`src/rtl/sfmp_params.svh`:
```
`ifndef SFMP_PARAMS_SVH
`define SFMP_PARAMS_SVH

// Register offsets on the special function register bus
`define SFMP_CTRL_ADDR 8'ha9
`define SFMP_DATA_ADDR 8'haa

// Control register fields
`define SFMP_ON_BIT 3
`define SFMP_SOFF_BIT 2
`define SFMP_RATE_MSB 1
`define SFMP_RATE_LSB 0
`define SFMP_CTRL_MASK 8'h0f
`define SFMP_CTRL_RST 8'h00

// Shift geometry
`define SFMP_LAST_BIT 3'h7
`define SFMP_MSB 7

// Serial clock periods in microcontroller clocks, minus one
`define SFMP_LAST_DIV4 5'h03
`define SFMP_LAST_DIV8 5'h07
`define SFMP_LAST_DIV16 5'h0f
`define SFMP_LAST_DIV32 5'h1f

// Half periods in microcontroller clocks
`define SFMP_HALF_DIV4 5'h02
`define SFMP_HALF_DIV8 5'h04
`define SFMP_HALF_DIV16 5'h08
`define SFMP_HALF_DIV32 5'h10

`endif

```
`src/rtl/sfmp_pkg.sv`:
```
package sfmp_pkg;

    typedef enum logic [0:0] {
        SFMP_IDLE = 1'b0,
        SFMP_SHIFT = 1'b1
    } sfmp_state_t;

    typedef struct packed {
        logic [7:0] addr;
        logic wr;
        logic rd;
        logic [7:0] wdata;
    } sfmp_sfr_req_t;

    typedef struct packed {
        logic go;
        logic [7:0] data;
    } sfmp_entry_t;

endpackage : sfmp_pkg

```
`src/rtl/sfmp_sync.sv`:
```
module sfmp_sync (
    input wire logic clk,
    input wire logic rstn,
    input wire logic ce,
    input wire logic pin_i,
    output logic level
);

    logic s1_reg;
    logic s2_reg;
    logic s3_reg;
    logic level_reg;
    logic level_next;

    // Accept a change only once the second and third stages agree
    always_comb begin
        level_next = level_reg;
        if (s2_reg == s3_reg) begin
            level_next = s3_reg;
        end
    end

    always_ff @(posedge clk or negedge rstn) begin
        if (!rstn) begin
            s1_reg <= 1'b0;
            s2_reg <= 1'b0;
            s3_reg <= 1'b0;
            level_reg <= 1'b0;
        end else if (ce) begin
            s1_reg <= pin_i;
            s2_reg <= s1_reg;
            s3_reg <= s2_reg;
            level_reg <= level_next;
        end
    end

    assign level = level_reg;

endmodule : sfmp_sync

```
`src/rtl/sfmp_buf2.sv`:
```
module sfmp_buf2 (
    input wire logic clk,
    input wire logic rstn,
    input wire logic ce,
    input wire logic in_valid,
    output logic in_ready,
    input wire sfmp_pkg::sfmp_entry_t in_data,
    output logic out_valid,
    input wire logic out_ready,
    output sfmp_pkg::sfmp_entry_t out_data
);

    sfmp_pkg::sfmp_entry_t mem_reg [0:1];
    sfmp_pkg::sfmp_entry_t mem_next [0:1];
    logic rd_ptr_reg;
    logic rd_ptr_next;
    logic wr_ptr_reg;
    logic wr_ptr_next;
    logic [1:0] count_reg;
    logic [1:0] count_next;
    logic push;
    logic pop;

    assign in_ready = (count_reg != 2'h2);
    assign out_valid = (count_reg != 2'h0);
    assign out_data = mem_reg[rd_ptr_reg];
    assign push = in_valid && in_ready;
    assign pop = out_valid && out_ready;

    always_comb begin
        mem_next[0] = mem_reg[0];
        mem_next[1] = mem_reg[1];
        wr_ptr_next = wr_ptr_reg;
        rd_ptr_next = rd_ptr_reg;
        count_next = count_reg;
        if (push) begin
            mem_next[wr_ptr_reg] = in_data;
            wr_ptr_next = ~wr_ptr_reg;
        end
        if (pop) begin
            rd_ptr_next = ~rd_ptr_reg;
        end
        if (push && !pop) begin
            count_next = count_reg + 2'h1;
        end else if (pop && !push) begin
            count_next = count_reg - 2'h1;
        end
    end

    always_ff @(posedge clk or negedge rstn) begin
        if (!rstn) begin
            mem_reg[0] <= '0;
            mem_reg[1] <= '0;
            rd_ptr_reg <= 1'b0;
            wr_ptr_reg <= 1'b0;
            count_reg <= 2'h0;
        end else if (ce) begin
            mem_reg[0] <= mem_next[0];
            mem_reg[1] <= mem_next[1];
            rd_ptr_reg <= rd_ptr_next;
            wr_ptr_reg <= wr_ptr_next;
            count_reg <= count_next;
        end
    end

endmodule : sfmp_buf2

```
`src/rtl/sfmp_top.sv`:
```
`include "sfmp_params.svh"

////////////////////////////////////////////////////////////////////////////////
// Overview of operation
// - Setting the on bit drives serial clock and data outputs low.
// - Writing the data register starts sending that byte with clock pulses.
// - Reading the data register gives eight clock pulses, shifting in a byte.
// - With shift-off set, data accesses give no pulses, output or shifting.
// - With the block off, a data read returns the held byte only.
// - Rate bits pick clock divided by 4, 8, 16 or 32.
// - The block is always master and makes the serial clock itself.
// - A byte lasts up to 256 clocks; stopped clocks halt shifting.
// - Data register is an 8-bit shifter, most significant bit first.
// - First read only loads received data; a second read fetches it.
// - Output and input shift together, one clock before clock falls.
// - At divide by 4, high phase is two clocks, shift mid-phase.
// - Serial period is N clocks, high and low N/2 each.
// - Clock, data out, data in sit on port 4 bits 1, 2, 4; open-drain.
// - SPI mode 0/3 slaves need one extra falling edge first.
module sfmp_top (
    input wire logic clk,
    input wire logic rstn,
    input wire logic ce,
    input wire sfmp_pkg::sfmp_sfr_req_t sfr_req,
    output logic [7:0] sfr_rdata,
    output logic data_wr_ready,
    output logic transfer_busy,
    input wire logic port4_latch_bit1,
    input wire logic port4_latch_bit2,
    input wire logic port4_bit1_pin_i,
    output logic port4_bit1_pin_o,
    output logic port4_bit1_pin_oe,
    input wire logic port4_bit2_pin_i,
    output logic port4_bit2_pin_o,
    output logic port4_bit2_pin_oe,
    input wire logic port4_bit4_pin_i
);

    ////////////////////////////////////////////////////////////////////////////
    // Rate decoding

    function automatic logic [4:0] rate_last(input logic [1:0] rate);
        logic [4:0] r;
        r = `SFMP_LAST_DIV4;
        case (rate)
            2'h0: r = `SFMP_LAST_DIV4;
            2'h1: r = `SFMP_LAST_DIV8;
            2'h2: r = `SFMP_LAST_DIV16;
            default: r = `SFMP_LAST_DIV32;
        endcase
        return r;
    endfunction : rate_last

    function automatic logic [4:0] rate_half(input logic [1:0] rate);
        logic [4:0] r;
        r = `SFMP_HALF_DIV4;
        case (rate)
            2'h0: r = `SFMP_HALF_DIV4;
            2'h1: r = `SFMP_HALF_DIV8;
            2'h2: r = `SFMP_HALF_DIV16;
            default: r = `SFMP_HALF_DIV32;
        endcase
        return r;
    endfunction : rate_half

    ////////////////////////////////////////////////////////////////////////////
    // State

    sfmp_pkg::sfmp_state_t state_reg;
    sfmp_pkg::sfmp_state_t state_next;
    logic [7:0] ctrl_reg;
    logic [7:0] ctrl_next;
    logic [7:0] shift_reg;
    logic [7:0] shift_next;
    logic [7:0] rdata_reg;
    logic [7:0] rdata_next;
    logic [4:0] cnt_reg;
    logic [4:0] cnt_next;
    logic [2:0] bit_reg;
    logic [2:0] bit_next;
    logic [1:0] rate_reg;
    logic [1:0] rate_next;
    logic sck_reg;
    logic sck_next;
    logic sdo_reg;
    logic sdo_next;

    logic block_on;
    logic shift_off;
    logic sdi_level;
    logic ctrl_hit;
    logic data_hit;
    logic start;
    logic buf_out_valid;
    logic buf_out_ready;
    logic buf_in_valid;
    sfmp_pkg::sfmp_entry_t buf_in;
    sfmp_pkg::sfmp_entry_t buf_out;

    assign block_on = ctrl_reg[`SFMP_ON_BIT];
    assign shift_off = ctrl_reg[`SFMP_SOFF_BIT];

    // Address decode
    always_comb begin
        ctrl_hit = 1'b0;
        data_hit = 1'b0;
        if (sfr_req.addr == `SFMP_CTRL_ADDR) begin
            ctrl_hit = 1'b1;
        end else if (sfr_req.addr == `SFMP_DATA_ADDR) begin
            data_hit = 1'b1;
        end
    end

    ////////////////////////////////////////////////////////////////////////////
    // Input pin and write buffer

    // Three stages and the agree filter cost about four clocks before a data-in
    // change reaches the shifter. At divide by 4 the sampled bit is the one that
    // stood before the last falling edge of the serial clock, so slaves that
    // answer on the falling edge are read at a slower rate.
    sfmp_sync u_sdi_sync (
        .clk(clk),
        .rstn(rstn),
        .ce(ce),
        .pin_i(port4_bit4_pin_i),
        .level(sdi_level)
    );

    // Written bytes wait here while a transfer is running
    assign buf_in_valid = sfr_req.wr && data_hit;
    assign buf_in.data = sfr_req.wdata;
    assign buf_in.go = block_on && !shift_off;
    assign buf_out_ready = (state_reg == sfmp_pkg::SFMP_IDLE);

    sfmp_buf2 u_wr_buf (
        .clk(clk),
        .rstn(rstn),
        .ce(ce),
        .in_valid(buf_in_valid),
        .in_ready(data_wr_ready),
        .in_data(buf_in),
        .out_valid(buf_out_valid),
        .out_ready(buf_out_ready),
        .out_data(buf_out)
    );

    ////////////////////////////////////////////////////////////////////////////
    // Register access

    always_comb begin
        ctrl_next = ctrl_reg;
        rdata_next = rdata_reg;

        if (sfr_req.wr && ctrl_hit) begin
            ctrl_next = sfr_req.wdata & `SFMP_CTRL_MASK;
        end

        // Read returns the byte held before any new shifting
        if (sfr_req.rd) begin
            if (ctrl_hit) begin
                rdata_next = ctrl_reg;
            end else if (data_hit) begin
                rdata_next = shift_reg;
            end else begin
                rdata_next = 8'h00;
            end
        end
    end

    always_ff @(posedge clk or negedge rstn) begin
        if (!rstn) begin
            ctrl_reg <= `SFMP_CTRL_RST;
            rdata_reg <= 8'h00;
        end else if (ce) begin
            ctrl_reg <= ctrl_next;
            rdata_reg <= rdata_next;
        end
    end

    ////////////////////////////////////////////////////////////////////////////
    // Shifter

    always_comb begin
        state_next = state_reg;
        shift_next = shift_reg;
        cnt_next = cnt_reg;
        bit_next = bit_reg;
        rate_next = rate_reg;
        start = 1'b0;

        case (state_reg)
            sfmp_pkg::SFMP_IDLE: begin
                if (buf_out_valid) begin
                    shift_next = buf_out.data;
                    start = buf_out.go && block_on;
                end else if (sfr_req.rd && data_hit) begin
                    start = block_on && !shift_off;
                end
                if (start) begin
                    state_next = sfmp_pkg::SFMP_SHIFT;
                    cnt_next = 5'h00;
                    bit_next = 3'h0;
                    rate_next = ctrl_reg[`SFMP_RATE_MSB:`SFMP_RATE_LSB];
                end
            end
            sfmp_pkg::SFMP_SHIFT: begin
                if (!block_on) begin
                    state_next = sfmp_pkg::SFMP_IDLE;
                    cnt_next = 5'h00;
                end else begin
                    cnt_next = cnt_reg + 5'h01;
                    // Both directions move one clock ahead of the falling edge
                    if (cnt_reg == rate_last(rate_reg) - 5'h01) begin
                        shift_next = {shift_reg[6:0], sdi_level};
                    end
                    if (cnt_reg == rate_last(rate_reg)) begin
                        cnt_next = 5'h00;
                        if (bit_reg == `SFMP_LAST_BIT) begin
                            state_next = sfmp_pkg::SFMP_IDLE;
                        end else begin
                            bit_next = bit_reg + 3'h1;
                        end
                    end
                end
            end
            default: begin
                state_next = sfmp_pkg::SFMP_IDLE;
            end
        endcase
    end

    ////////////////////////////////////////////////////////////////////////////
    // Registers; a low clock enable freezes everything, halting a transfer

    always_ff @(posedge clk or negedge rstn) begin
        if (!rstn) begin
            state_reg <= sfmp_pkg::SFMP_IDLE;
            shift_reg <= 8'h00;
            cnt_reg <= 5'h00;
            bit_reg <= 3'h0;
            rate_reg <= 2'h0;
        end else if (ce) begin
            state_reg <= state_next;
            shift_reg <= shift_next;
            cnt_reg <= cnt_next;
            bit_reg <= bit_next;
            rate_reg <= rate_next;
        end
    end

    ////////////////////////////////////////////////////////////////////////////
    // Pin stage: levels for the next cycle, low whenever the block idles

    always_comb begin
        sck_next = 1'b0;
        sdo_next = 1'b0;
        // A transfer that ends or aborts drops clock and data together
        if (state_next == sfmp_pkg::SFMP_SHIFT) begin
            sck_next = (cnt_next >= rate_half(rate_next));
            sdo_next = shift_next[`SFMP_MSB];
        end
    end

    always_ff @(posedge clk or negedge rstn) begin
        if (!rstn) begin
            sck_reg <= 1'b0;
            sdo_reg <= 1'b0;
        end else if (ce) begin
            sck_reg <= sck_next;
            sdo_reg <= sdo_next;
        end
    end

    ////////////////////////////////////////////////////////////////////////////
    // Open-drain pins: released while off, so the pull-up holds them high

    logic [1:0] od_bit;
    logic [1:0] od_latch;
    logic [1:0] od_pull;

    // Bit 0 carries the serial clock, bit 1 the serial data
    assign od_bit = {sdo_reg, sck_reg};
    assign od_latch = {port4_latch_bit2, port4_latch_bit1};

    // The alternate output is gated by the general purpose latch; turning the
    // block on pulls both lines low, which gives a slave its extra falling edge
    generate
        for (genvar gi = 0; gi < 2; gi++) begin : g_od
            assign od_pull[gi] = block_on && !(od_bit[gi] && od_latch[gi]);
        end
    endgenerate

    assign port4_bit1_pin_o = 1'b0;
    assign port4_bit1_pin_oe = od_pull[0];
    assign port4_bit2_pin_o = 1'b0;
    assign port4_bit2_pin_oe = od_pull[1];

    assign sfr_rdata = rdata_reg;
    assign transfer_busy = (state_reg == sfmp_pkg::SFMP_SHIFT) || buf_out_valid;

endmodule : sfmp_top

```
`config.mk`:
```
export PLATFORM = sky130hd
export DESIGN_NAME = sfmp_top
export DESIGN_NICKNAME = d
export VERILOG_FILES = /design/src/rtl/sfmp_pkg.sv /design/src/rtl/sfmp_sync.sv /design/src/rtl/sfmp_buf2.sv /design/src/rtl/sfmp_top.sv
export VERILOG_INCLUDE_DIRS = /design/src /design/src/rtl
export SDC_FILE = /design/constraint.sdc
export NUM_CORES = 1
export LEC_CHECK = 0
export BUFFER_PORTS_ARGS = -buffer_cell sky130_fd_sc_hd__buf_2
export CAP_MARGIN = 5
export CORE_AREA = 5 5 85 87
export DETAILED_ROUTE_END_ITERATION = 12
export DIE_AREA = 0 0 90 92
export PLACE_DENSITY = 0.75
export SYNTH_ARGS = -nofsm -noshare
export SYNTH_HDL_FRONTEND = slang
export SYNTH_HIERARCHICAL = 1
export SYNTH_SLANG_ARGS = --single-unit
```
`constraint.sdc`:
```
create_clock -name clk -period 2.55 [get_ports clk]
set_clock_uncertainty 0.15 [all_clocks]
set_input_delay 0.3825 -clock clk [delete_from_list [all_inputs] [get_ports clk]]
set_output_delay 0.3825 -clock clk [all_outputs]
set_load 0.03 [all_outputs]
```
* Word level (Yosys, flattened, before mapping) *
Index checks and enable logic that the tools add are counted.

cells by class
  add/subtract/negate cells = 5
  $lt $le $gt $ge = 4
  eq/ne operators = 17
  multiplexer cells = 43
  bitwise logic cells = 5
  reduce and logical (&&, ||, !) cells = 32

operators with widths
  operator                                                number
  two-way mux 8 bit                                       5
  two-way mux 9 bit                                       4
  two-way mux 5 bit                                       6
  case mux 5 bit (3 select lines)                         2
  bitwise mux 18 bit                                      1
  == test 8 bit (second input constant)                   2
  case mux 8 bit (2 select lines)                         1
  logical AND 1 bit                                       14
  two-way mux 1 bit                                       12
  two-way mux 3 bit                                       4
  AND reduction 2 bit                                     6
  == test 5 bit                                           2
  case mux 5 bit (2 select lines)                         1
  demux 9 bit (select 1 bit)                              1
  two-way mux 2 bit                                       4
  inequality test 2 bit (second input constant)           4
  inequality test 2 x 1 -> 1 bit (second input constant)  3
  case mux 3 bit (2 select lines)                         1
  adder 5 x 1 -> 5 bit (second input constant)            1
  greater-or-equal comparator 5 bit                       1
  zero test 1 bit                                         5
  AND reduction 5 bit                                     1
  subtractor 5 x 1 -> 5 bit (second input constant)       1
  == test 2 x 1 -> 1 bit (second input constant)          2
  15 further kinds                                        22

storage, ports and cells
  register bits = 59
  input bits = 26
  output and inout port bits = 14
  word-level logic and storage cells = 127

* Longest topological paths before layout *
Gate-level depths: netlist of the first run.

  depth after elaboration = 14
  mapped depth = 13
  gate-level depth less buffers = 12

* By module *
The synthesis of the first run kept the hierarchy.

by module, submodules not included
  module     instances  cells each  area an instance (um^2)  sequential area each (um^2)
  sfmp_top   1          205         2,018.2                  825.8
  sfmp_buf2  1          67          1,043.5                  550.5
  sfmp_sync  1          10          156.4                    100.1

* Worst setup path after synthesis of the first run *
No wires, ideal clock.

  kind = register -> register
  from = reg u_wr_buf.rd_ptr_reg
  to = reg sck_reg
  setup time = 0.126 ns
  arrival = 2.558 ns
  data required time = 2.274 ns
  setup slack = -0.284 ns
  stages on the path, launching flop included = 14
  path buffers = 1
  clock period less this slack = 2.834 ns
  path through = dfrtp_1 > buf_2 > mux2_2 > and3_1 > a31oi_1 > nor2_2 > mux2i_1 > nand2b_1 > ha_1 > nor2b_1 > o21ai_1 > nand2b_1 > a211oi_1 > a21oi_1

RTL lines
  what                    line             RTL
  start, declared         sfmp_buf2.sv:15  logic rd_ptr_reg;
  start signal, assigned  sfmp_buf2.sv:60  rd_ptr_reg <= rd_ptr_next;
  end signal, assigned    sfmp_top.sv:269  sck_reg <= sck_next;
  end, declared           sfmp_top.sv:83   logic sck_reg;

* Final worst setup path of the first run *
  from = reg u_wr_buf.count_reg[1]
  to = reg sck_reg

on the way
  longest elaborated chain between the ends = 10
  elaborated cells between the ends (all ways) = 16
  those cells by class = order compare (1); eq/ne (2); mux (11); reduce/logical (2)

RTL lines
  what                                         line             RTL
  start, declared                              sfmp_buf2.sv:19  logic [1:0] count_reg;
  start signal, assigned                       sfmp_buf2.sv:62  count_reg <= count_next;
  nonzero test 2 bit *                         sfmp_buf2.sv:25  assign out_valid = (count_reg != 2'h0);
  named net buf_out_valid                      sfmp_top.sv:94   logic buf_out_valid;
  two-way mux 1 bit *                          sfmp_top.sv:193  if (buf_out_valid) begin
  two-way mux 1 bit *                          sfmp_top.sv:191  case (state_reg)
  two-way mux 2 bit                            sfmp_top.sv:199  if (start) begin
  two-way mux 2 bit                            sfmp_top.sv:191
  == test 2 bit, or another cell as far along  sfmp_top.sv:57   case (rate)
  case mux 5 bit (3 select lines)              sfmp_top.sv:57
  two-way mux 5 bit                            sfmp_top.sv:258  if (state_next == sfmp_pkg::SFMP_SHIFT) begin
  greater-or-equal comparator 5 bit            sfmp_top.sv:259  sck_next = (cnt_next >= rate_half(rate_next));
  two-way mux 1 bit *                          sfmp_top.sv:258

The timed path passes the listed nets; every way through them passes the cells marked *. The select of a mux whose other input is x is not followed.
A chain may end at the register's enable or synchronous reset.

==> reports/qor.csv, run 1 <==
stage,metric,value,unit
routing,drc violations,0,
routing,first-pass iteration count of the detailed router,6,
placement,input/output buffers,35,
power,Max VDD drop,0.406,mV
final_layout,"commonest non-fill, non-tap cell in the layout",dfrtp_1,
floorplanning,Vert. Die Dim,92,um
placement,Placed Area,3690,um^2
synth,mux cell area share after synthesis,15.7,%
sta,"Slew Viols, Final",0,
synth,Yosys reg bits,59,
routing,vias per std cell,5.53,
sta,Fin Setup TNS,-195,ps
critical_path,data required time of the worst path,2620,ps
power,Clk pwr share,34.0,%
synth,cell area after synthesis,3220,um^2
power,Net Sw Frac,30.4,%
power,Final Total Pwr,2470,uW
global_routing,vias in the first global route,2542,
sta,"Hold Violations, Final",0,
critical_path,kind of critical path,flop to flop,
clock_network,total CTS buffers,9,
floorplanning,DIE AREA,8280,um^2
placement,placed cells,416,
sta,Final Cycle Share,108,%
floorplanning,Placement Rows,29,
run_status,status,finished with violations,
placement,DP Wirelength,5310,um
global_routing,total global-route track usage,18.2,%
critical_path,R2R cell count,12,
final_layout,share of layout cells above drive strength 1,36.0,%
sta,Final WS setup,-195,ps
global_routing,initial antenna violation count,0,
critical_path,Setup crit end,sck_reg,
sta,relative slew slack,55.2,%
synth,"EDFF count, synth",0,
clock_network,clock sink count,59,
synth,main combinational cell family by area after synthesis,compound AO/OA/AOI/OAI gates,
critical_path,Reg-to-Reg Start,u_wr_buf/count_reg[1],
synth,post-synthesis async set-or-reset flop share,100,%
critical_path,Worst R2R End,sck_reg,
floorplanning,Initial Util,51.3,%
critical_path,Startpoint Class,flop,
power,NetSw,751,uW
clock_network,CTS H-tree lvls,3,
synth,register area share after synthesis,45.9,%
clock_network,CTS tree,built,
global_routing,global-route wire length before repair,12200,um
synth,synth unique cells,57,
clock_network,Root Buffer,clkbuf_8,
sta,Final Setup Violations,1,
sta,post-route minimum period,2740,ps
routing,ANT nets after route,0,
floorplanning,Placeable Area,6280,um^2
critical_path,critical-path maximum fanout,4,
final_layout,Final Non-Filler Cells,435,
synth,Syn Inst Count,282,
routing,DR WL/cell,16.3,um
global_routing,global route overflow,0,
final_layout,most frequent cells in the layout,"59 x dfrtp_1, 36 x buf_4, 35 x buf_2, 24 x nand2_1, 15 x mux2_2",
synth,adder-cell share of the synthesized area,3.50,%
synth,Syn Area/Cell,11.4,um^2
synth,post-synthesis compound-gate area fraction,15.8,%
power,Gate power share,23.6,%
clock_network,Clock Pin Slew Worst Setup and Hold Paths,80,ps
sta,RSZ-0062 raised after global routing,true,
worst_hold_path,Min-Delay Path Class,primary input to flop,
routing,Routed WL,7100,um
critical_path,Crit path arrival time,2810,ps
final_layout,Final nets,388,
synth,Synth Area in Simple Gates,14.2,%
power,Cell Pwr Density,630,nW/um^2
critical_path,r2r setup slk,-190,ps
power,cell leakage power,0.00191,uW
floorplanning,Die X,90,um
synth,xor/xnor share of the synthesized area,1.63,%
routing,initial DRC count,126,
job,max_cap viols,0,
floorplanning,I/O Pins,40,
final_layout,post-route cell area,3930,um^2
placement,RePlAce Congestion,0.870,
synth,Most used DFF post-synth,dfrtp_1,
power,Internal Pwr Total,1720,uW
global_routing,largest net degree at the start of global routing,33,
final_layout,Area Overhead vs Synth,22.0,%
sta,worst slew pin tran,673,ps
routing,detailed-route via count,2406,
run_status,failing checks,setup timing,
sta,fmax,364,MHz
critical_path,CP Capture Type,flop,
final_layout,max reg flops,18,
final_layout,Inserted Diodes,0,
synth,Synth warnings,6,
power,Flop pwr share,42.3,%
clock_network,clk_lat worst skew,350,ps
clock_network,Clock Path Buffers,2,
critical_path,Crit. Startpoint,u_wr_buf/count_reg[1],
cell usage after synthesis, types with 2 or more instances:
master | n | area (um^2)
a211oi_1 | 4 | 30.0
a21boi_1 | 2 | 15.0
a21o_1 | 2 | 15.0
a21oi_1 | 8 | 40.0
a22o_1 | 3 | 26.3
a22oi_1 | 9 | 67.6
a31oi_1 | 9 | 56.3
and2_1 | 4 | 25.0
and3_1 | 7 | 43.8
and4b_1 | 2 | 20.0
and4bb_1 | 2 | 25.0
buf_2 | 4 | 20.0
buf_4 | 3 | 22.5
clkbuf_1 | 5 | 18.8
dfrtp_1 | 59 | 1480
ha_1 | 9 | 113
inv_1 | 6 | 22.5
mux2_1 | 12 | 135
mux2_2 | 15 | 169
mux2_4 | 10 | 150
mux2i_1 | 5 | 50.1
nand2_1 | 24 | 90.1
nand2b_1 | 7 | 43.8
nand3_1 | 6 | 30.0
nor2_1 | 6 | 22.5
nor2b_1 | 5 | 31.3
o21ai_1 | 12 | 60.1
o2bb2ai_1 | 8 | 70.1
or2_1 | 2 | 12.5
xnor2_1 | 4 | 35.0
xor2_1 | 2 | 17.5
worst min path at each step:
| stage | from | end | slack, ps | cells past startpoint |
|---|---|---|---|---|
| floorplan | rstn | bit_reg[0] | -60 | 0 |
| global placement | rstn | u_wr_buf/mem_reg[1] | 290 | 1 |
| detailed placement | rstn | u_sdi_sync/s3_reg | 300 | 1 |
| CTS | sfr_req[6] | u_wr_buf/mem_reg[6] | 110 | 2 |
| global route | sfr_req[6] | u_wr_buf/mem_reg[6] | 110 | 2 |
| finish | sfr_req[5] | u_wr_buf/mem_reg[5] | 110 | 2 |
power groups by stage:
| stage | combinational (uW) | sequential (uW) | clock [uW] |
|---|---|---|---|
| floorplan | 346 | 1060 | 0 |
| global placement | 556 | 1060 | 0 |
| detailed placement | 573 | 1060 | 0 |
| CTS | 587 | 1040 | 855 |
| global route | 642 | 1060 | 895 |
| finish | 584 | 1050 | 841 |
worst max-delay path, stage by stage (launching register included):
cell	delay, ps
dfrtp_1	370
or2_1	240
nor4bb_1	270
a31oi_1	150
nor2_2	210
mux2i_2	290
nand2b_1	90
ha_1	280
nor2b_1	130
o21ai_1	110
nand2b_1	80
a211oi_2	180
a21oi_1	80
final cells by class:
class,instances,area [um^2]
tap,77,96.3
timing repair buffer,73,475
multi-input combinational,203,1660
clock buffer,11,131
inverter,7,26.3
clock inverter,5,63.8
fill,505,2350
sequential,59,1480
stage by stage:
| step | util [%] | hold WS [ps] | worst slack [ps] |
|---|---|---|---|
| floorplan | - | -63.1 | -284 |
| global placement | 58.8 | 290 | -203 |
| detailed placement | 58.8 | 297 | -276 |
| CTS | 62.5 | 107 | -252 |
| global route | 62.5 | 110 | -429 |
| finish | 62.5 | 111 | -195 |
kinds of logic (layout without fill, tap and decap cells):
group,after synthesis,in the layout
AND/OR/NAND/NOR,77,77
adder cells (fa/ha/maj),9,9
AO/OA/AOI/OAI,67,67
XOR/XNOR,6,6
flip-flops,59,59
multiplexers,42,42
other,1,2
buffers and inverters,21,96
what timing repair did:
action	4_1_cts	5_1_grt
setup endpoints to repair	1	1
setup buffers	2	0
endpoints found under the hold margin	27	0
gates resized for setup	3	0
pin swaps	5	3
hold buffers	1	0
metal layers:
layer	vias up	share of wire [%]	track usage [%]
met3	11	4.1	3.68
met2	46	46	29.3
met5	-	0	0
li1	1179	-	-
met1	1170	48	24.1
met4	0	1.7	7.44
(Power assumes the default switching activity.)
==> run 2: changes to the inputs <==
- CORE_AREA: 5 5 85 87 -> 5 5 118 64
- DIE_AREA: 0 0 90 92 -> 0 0 123 69
==> run 2 against run 1 <==
The flow still finishes with violations (setup timing). Critical path type unchanged. Flip-flop and latch count unchanged. Fmax is 3.5% lower. Final area up 4.4%. Combinational power up 7.0%. Clock-buffer cell count increased by 3. Die area up 2.5%.
==> reports/qor.csv, run 2 (synthesis results as in run 1) <==
stage,metric,value,unit,change
run_status,status,finished with violations,,
run_status,failing checks,setup timing,,
routing,first-pass iteration count of the detailed router,4,,-2
worst_hold_path,hold depth,2,,unchanged
sta,worst slew pin tran,639,ps,-33.4 ps
global_routing,vias in the first global route,2557,,+0.59%
final_layout,fin util,63.7,%,+1.1 points
clock_network,clk_lat worst skew,330,ps,-20 ps
clock_network,Clock Pin Slew Worst Setup and Hold Paths,50,ps,-30 ps
floorplanning,Die X,123,um,+37%
placement,input/output buffers,35,,unchanged
power,Max VDD drop,0.440,mV,+8.3%
critical_path,R2R cell count,13,,+1
global_routing,global-route wire length before repair,13400,um,+9.2%
worst_hold_path,worst hold endpoint,u_wr_buf/mem_reg[5],,
floorplanning,Initial Util,50.0,%,-1.3 points
sta,Final Cycle Share,112,%,+3.9 points
critical_path,kind of critical path,flop to flop,,
worst_hold_path,Min-Delay Path Class,primary input to flop,,
clock_network,CTS tree,built,,
sta,"Hold Violations, Final",0,,unchanged
placement,Placed Area,3730,um^2,+1.1%
critical_path,critical-path maximum fanout,3,,-1
routing,vias per std cell,5.52,,-0.14%
critical_path,r2r setup slk,-290,ps,-100 ps
sta,relative slew slack,57.3,%,+2.1 points
routing,drc violations,0,,unchanged
final_layout,FILL cells,524,,+3.8%
sta,Final WS setup,-295,ps,-100 ps
clock_network,Clock Path Buffers,2,,unchanged
floorplanning,DIE AREA,8490,um^2,+2.5%
sta,RSZ-0062 raised after global routing,true,,
critical_path,Startpoint Class,flop,,
critical_path,data required time of the worst path,2610,ps,about the same
global_routing,global route overflow,0,,unchanged
clock_network,clock sink count,59,,unchanged
global_routing,largest net degree at the start of global routing,54,,+64%
power,Cell Pwr Density,682,nW/um^2,+8.2%
routing,DR WL/cell,17.9,um,+9.8%
floorplanning,Placement Rows,21,,-28%
routing,initial DRC count,164,,+30%
floorplanning,Placeable Area,6440,um^2,+2.6%
sta,fmax,352,MHz,-3.5%
final_layout,most frequent cells in the layout,"59 x dfrtp_1, 41 x buf_4, 35 x buf_2, 24 x nand2_1, 15 x mux2_2",,
critical_path,Crit path arrival time,2910,ps,+100 ps
sta,Final Setup Violations,1,,unchanged
critical_path,Reg-to-Reg Start,u_wr_buf/count_reg[1],,
final_layout,max reg flops,18,,unchanged
final_layout,"commonest non-fill, non-tap cell in the layout",dfrtp_1,,
clock_network,CTS H-tree lvls,3,,unchanged
final_layout,Inserted Diodes,0,,unchanged
floorplanning,Vert. Die Dim,69,um,-25%
worst_hold_path,Hold Path Origin,sfr_req[5],,
sta,Fin Setup TNS,-295,ps,-100 ps
final_layout,Area Overhead vs Synth,27.3,%,
placement,RePlAce Congestion,0.882,,+1.4%
critical_path,Worst R2R End,sck_reg,,
global_routing,total global-route track usage,20.6,%,+2.4 points
final_layout,post-route cell area,4100,um^2,+4.4%
routing,ANT nets after route,0,,unchanged
routing,Routed WL,8150,um,+15%
floorplanning,I/O Pins,40,,unchanged
critical_path,CP Capture Type,flop,,
sta,post-route minimum period,2840,ps,+100 ps
clock_network,Root Buffer,clkbuf_16,,
sta,"Slew Viols, Final",0,,unchanged
job,max_cap viols,0,,unchanged
power,cell leakage power,0.00198,uW,+3.7%
final_layout,share of layout cells above drive strength 1,37.5,%,+1.4 points
clock_network,total CTS buffers,9,,unchanged
placement,DP Wirelength,6080,um,+14%
final_layout,Final nets,393,,+1.3%
routing,detailed-route via count,2513,,+4.4%
global_routing,initial antenna violation count,0,,unchanged
run 2: worst max path at each step:
stage | startpoint | endpoint | slack, ps | cells after the start
2_1_floorplan | u_wr_buf/rd_ptr_reg | sck_reg | -280 | 13
3_3_place_gp | u_wr_buf/count_reg[0] | sck_reg | -250 | 12
3_5_place_dp | u_wr_buf/count_reg[0] | sck_reg | -410 | 12
4_1_cts | u_wr_buf/count_reg[1] | sck_reg | -300 | 12
5_1_grt | u_wr_buf/count_reg[1] | sck_reg | -500 | 12
6_report | u_wr_buf/count_reg[1] | sck_reg | -290 | 13
run 2: timing repair:
| item | in CTS | in global routing |
|---|---|---|
| gates cloned | 0 | 0 |
| setup buffers | 4 | 0 |
| endpoints found under the setup margin | 1 | 1 |
| pin swaps | 6 | 3 |
| hold buffers | 1 | 0 |
| gates resized for setup | 5 | 5 |
| endpoints found under the hold margin | 6 | 0 |
run 2: stage by stage:
step / setup slack (ps) / power, uW / instances / hold slack, ps
3_3_place_gp: -246 / 1620 / 434 / 80.7
3_5_place_dp: -409 / 1650 / 434 / 83.4
5_1_grt: -497 / 2910 / 455 / 146
4_1_cts: -305 / 2800 / 455 / 121
2_1_floorplan: -284 / 1410 / 283 / -63.1
6_report: -295 / 2790 / 455 / 130
run 2: layout make-up:
class / instances / area (um^2) / area share (%)
inverters: 7 / 26.3 / 0.641
repair buffers: 78 / 513 / 12.5
flip-flops and latches: 59 / 1480 / 36.0
clock buffers: 14 / 264 / 6.44
clock inverters: 2 / 10.0 / 0.244
well taps: 92 / 115 / 2.81
multi-input cells: 203 / 1690 / 41.3
run 2: where the power goes:
part | switching, uW | leakage, uW | internal [uW]
clock | 403 | 0.000137 | 706
sequential | 54.8 | 0.000792 | 1000
combinational | 342 | 0.00105 | 283
run 2: per-layer routing:
layer | global-route usage [%] | vias to the layer above | share of wire, %
met1 | 31.2 | 1221 | 50
met4 | 7.36 | 0 | 1.2
met3 | 6.37 | 9 | 8.0
met2 | 27.4 | 96 | 41
met5 | 0 | - | 0
li1 | - | 1187 | -
run 2: worst max-delay path, stage by stage (launching register included):
cell      delay, ps
dfrtp_1         380
or2_4           270
nor4bb_4        330
a31oi_4         160
buf_4           160
and2_1          160
o21ai_1         130
o21ai_1          80
ha_1            300
nor2b_1         130
o21ai_1         110
nand2b_1         90
a211oi_2        180
a21oi_1          80
==> run 3: changes to the inputs <==
- ABC_AREA: default -> 1
- CORE_AREA: 5 5 118 64 -> 8 8 122 68
- DIE_AREA: 0 0 123 69 -> 0 0 130 76
- PLACE_DENSITY: 0.75 -> 0.74
==> run 3 against run 2 <==
The flow now finishes without violations. Combinational power grew 78%. Total power increased by 24%. Fmax grew 14%. Via count rose by 22%. Flip-flop and latch count did not move. Clock-buffer cell count did not move. Synthesized cell count is 55% higher. Sequential power is 10% higher. Setup slack better by 350 ps. Critical path type unchanged. Largest cell class unchanged. Largest power group unchanged.
==> reports/qor.csv, run 3 <==
stage,metric,value,unit,change
routing,DR WL/cell,14.5,um,-19%
final_layout,area of the multi-input gates,1590,um^2,-6.0%
global_routing,total global-route track usage,18.6,%,-2.0 points
floorplanning,I/O Pins,40,,unchanged
global_routing,vias in the first global route,2920,,+14%
synth,top-count cell post-synth,nand2_1,,
sta,RSZ-0062 raised after global routing,true,,
clock_network,Clock Path Buffers,2,,unchanged
final_layout,Final Non-Filler Cells,597,,+31%
job,max_cap viols,0,,unchanged
final_layout,most frequent cells in the layout,"197 x nand2_1, 59 x dfrtp_1, 35 x buf_2, 30 x inv_1, 22 x buf_4",,
synth,synth unique cells,37,,-35%
global_routing,global route overflow,0,,unchanged
worst_hold_path,Min-Delay Path Class,primary input to flop,,
power,Flop pwr share,33.8,%,-4.1 points
synth,cell area after synthesis,3270,um^2,+1.6%
critical_path,Startpoint Class,flop,,
placement,DP Wirelength,6370,um,+4.7%
routing,drc violations,0,,unchanged
floorplanning,Vert. Die Dim,76,um,+10%
power,Cell Pwr Density,865,nW/um^2,+27%
clock_network,Clock Pin Slew Worst Setup and Hold Paths,50,ps,about the same
critical_path,CP Capture Type,flop,,
sta,Final Setup Violations,0,,-1
clock_network,clk_lat worst skew,330,ps,about the same
clock_network,CTS H-tree lvls,3,,unchanged
synth,Syn Area/Cell,7.47,um^2,-35%
critical_path,r2r setup slk,50,ps,+350 ps
synth,Syn Inst Count,438,,+55%
final_layout,max reg flops,18,,unchanged
critical_path,critical-path maximum fanout,5,,+2
clock_network,clock sink count,59,,unchanged
sta,post-route minimum period,2500,ps,-345 ps
routing,detailed-route via count,3074,,+22%
routing,ANT nets after route,0,,unchanged
power,Clk pwr share,34.1,%,-5.6 points
global_routing,global-route wire length before repair,14400,um,+8.2%
critical_path,kind of critical path,flop to flop,,
floorplanning,DIE AREA,9880,um^2,+16%
synth,"area leader, netlist",dfrtp_1,,
routing,vias per std cell,5.15,,-6.8%
critical_path,Reg-to-Reg Start,u_wr_buf/count_reg[0],,
power,Final Total Pwr,3470,uW,+24%
placement,placed cells,576,,+33%
sta,"Slew Viols, Final",0,,unchanged
synth,Commonest cells post-synth,"202 x nand2_1, 59 x dfrtp_1, 32 x inv_1, 22 x nor2_1, 20 x nand4_1",,
final_layout,share of layout cells above drive strength 1,20.4,%,-17 points
final_layout,Final nets,531,,+35%
power,Gate power share,32.1,%,+9.7 points
routing,first-pass iteration count of the detailed router,5,,+1
global_routing,initial antenna violation count,0,,unchanged
power,cell leakage power,0.00222,uW,+12%
routing,Routed WL,8640,um,+6.0%
final_layout,"commonest non-fill, non-tap cell in the layout",nand2_1,,
synth,largest cells by area after synthesis,"dfrtp_1 45%, nand2_1 23%, nand4_1 3.8%",,
synth,Synth top area share,45.1,%,-0.74 points
sta,relative slew slack,55.4,%,-1.9 points
synth,Yosys reg bits,59,,unchanged
run_status,status,completed,,
worst_hold_path,hold depth,3,,+1
power,Internal Pwr Total,2260,uW,+14%
synth,register area share after synthesis,45.1,%,-0.74 points
synth,Most used DFF post-synth,dfrtp_1,,
power,Max VDD drop,0.567,mV,+29%
placement,input/output buffers,35,,unchanged
final_layout,Area Overhead vs Synth,22.8,%,
worst_hold_path,Hold Path Origin,port4_bit4_pin_i,,
sta,Final Cycle Share,98.0,%,-14 points
clock_network,Root Buffer,clkbuf_16,,
synth,Synth warnings,6,,unchanged
routing,initial DRC count,271,,+65%
global_routing,largest net degree at the start of global routing,35,,-35%
final_layout,Inserted Diodes,0,,unchanged
synth,post-synthesis async set-or-reset flop share,100,%,unchanged
sta,Fin Setup TNS,0,ps,+295 ps
clock_network,CTS tree,built,,
floorplanning,Die X,130,um,+5.7%
final_layout,FILL cells,659,,+26%
sta,fmax,400,MHz,+14%
final_layout,sequential cell area,1480,um^2,unchanged
clock_network,total CTS buffers,9,,unchanged
power,NetSw,1210,uW,+51%
sta,"Hold Violations, Final",0,,unchanged
critical_path,Worst R2R End,sck_reg,,
floorplanning,Initial Util,48.1,%,-1.9 points
critical_path,data required time of the worst path,2620,ps,about the same
critical_path,Crit path arrival time,2570,ps,-340 ps
sta,worst slew pin tran,669,ps,+29.5 ps
floorplanning,Placeable Area,6800,um^2,+5.6%
critical_path,R2R cell count,17,,+4
floorplanning,Placement Rows,22,,+4.8%
final_layout,fin util,59.1,%,-4.6 points
power,Net Sw Frac,34.9,%,+6.2 points
worst_hold_path,worst hold endpoint,u_sdi_sync/s1_reg,,
synth,"EDFF count, synth",0,,unchanged
placement,RePlAce Congestion,0.953,,+8.0%
## run 3: through the flow
step / cell area, um^2 / hold slack (ps) / worst slack, ps
after global placement: 3640 / 306 / 20.9
after global routing: 4020 / 131 / -110
after detailed placement: 3640 / 304 / -69.7
final: 4020 / 111 / 50.4
after floorplan: 3270 / -63.1 / 53.4
after CTS: 3980 / 111 / 12.8
## run 3: how the worst max path moves through the flow
| stage | startpoint | to | slack (ps) | cells after the start |
|---|---|---|---|---|
| finish | u_wr_buf/count_reg[0] | sck_reg | 50 | 17 |
| global route | u_wr_buf/count_reg[0] | sck_reg | -110 | 17 |
| CTS | u_wr_buf/count_reg[1] | sck_reg | 10 | 17 |
| detailed placement | sfr_req[14] | sck_reg | -70 | 16 |
| global placement | sfr_req[16] | sck_reg | 20 | 16 |
| floorplan | u_wr_buf/rd_ptr_reg | sck_reg | 50 | 17 |
## run 3: layer usage
metal	up-vias	part of all wire [%]	global-route usage, %
met1	1436	51	26.8
li1	1516	-	-
met2	115	40	25.5
met3	7	8.8	6.98
met4	0	0.75	4.03
met5	-	0	0
## run 3: area by class of cell
| type | count | area share (%) |
|---|---|---|
| clock inverter | 2 | 0.873 |
| inverter | 41 | 3.90 |
| timing repair buffer | 60 | 9.50 |
| multi-input combinational | 325 | 39.6 |
| sequential | 59 | 36.8 |
| clock buffer | 14 | 6.33 |
| tap | 96 | 2.99 |
## run 3: logic make-up (layout without fill, tap and decap cells)
family	count (synthesis)	count (layout)	share of synthesized area [%]
xor+xnor	6	6	1.61
buf+inv	55	117	7.61
flops	59	59	45.1
simple gates	273	273	35.2
other cells	1	2	0.115
compound gates	35	35	6.92
fa+ha+maj	9	9	3.44
## run 3: critical path, stage by stage, from the launching register on
cell      delay [ps]
dfrtp_1          390
inv_2             70
nand2_2           70
inv_2             70
nand2_2           60
nor2_4            90
nand3_2          110
nand2_2          100
nand2_4           80
buf_6            130
o211ai_1         170
ha_1             300
a21oi_2          160
nor2_1            70
a211oi_1         190
nand2_1           80
nand2_1           60
nand2_1           40
## run 3: timing repair
| action | in CTS | in global routing |
|---|---|---|
| hold endpoints to repair | 28 | 0 |
| resized for setup | 8 | 7 |
| buffers inserted | 2 | 2 |
| hold buffers | 1 | 0 |
| setup endpoints to repair | 1 | 1 |
| pin swaps | 7 | 10 |
## run 3: power groups by stage
| stage | Sequential [uW] | Clock, uW | Combinational, uW |
|---|---|---|---|
| after detailed placement | 1180 | 0 | 1030 |
| after global routing | 1190 | 1250 | 1250 |
| after global placement | 1180 | 0 | 995 |
| final | 1170 | 1180 | 1110 |
| after CTS | 1170 | 1200 | 1060 |
| after floorplan | 1170 | 0 | 671 |
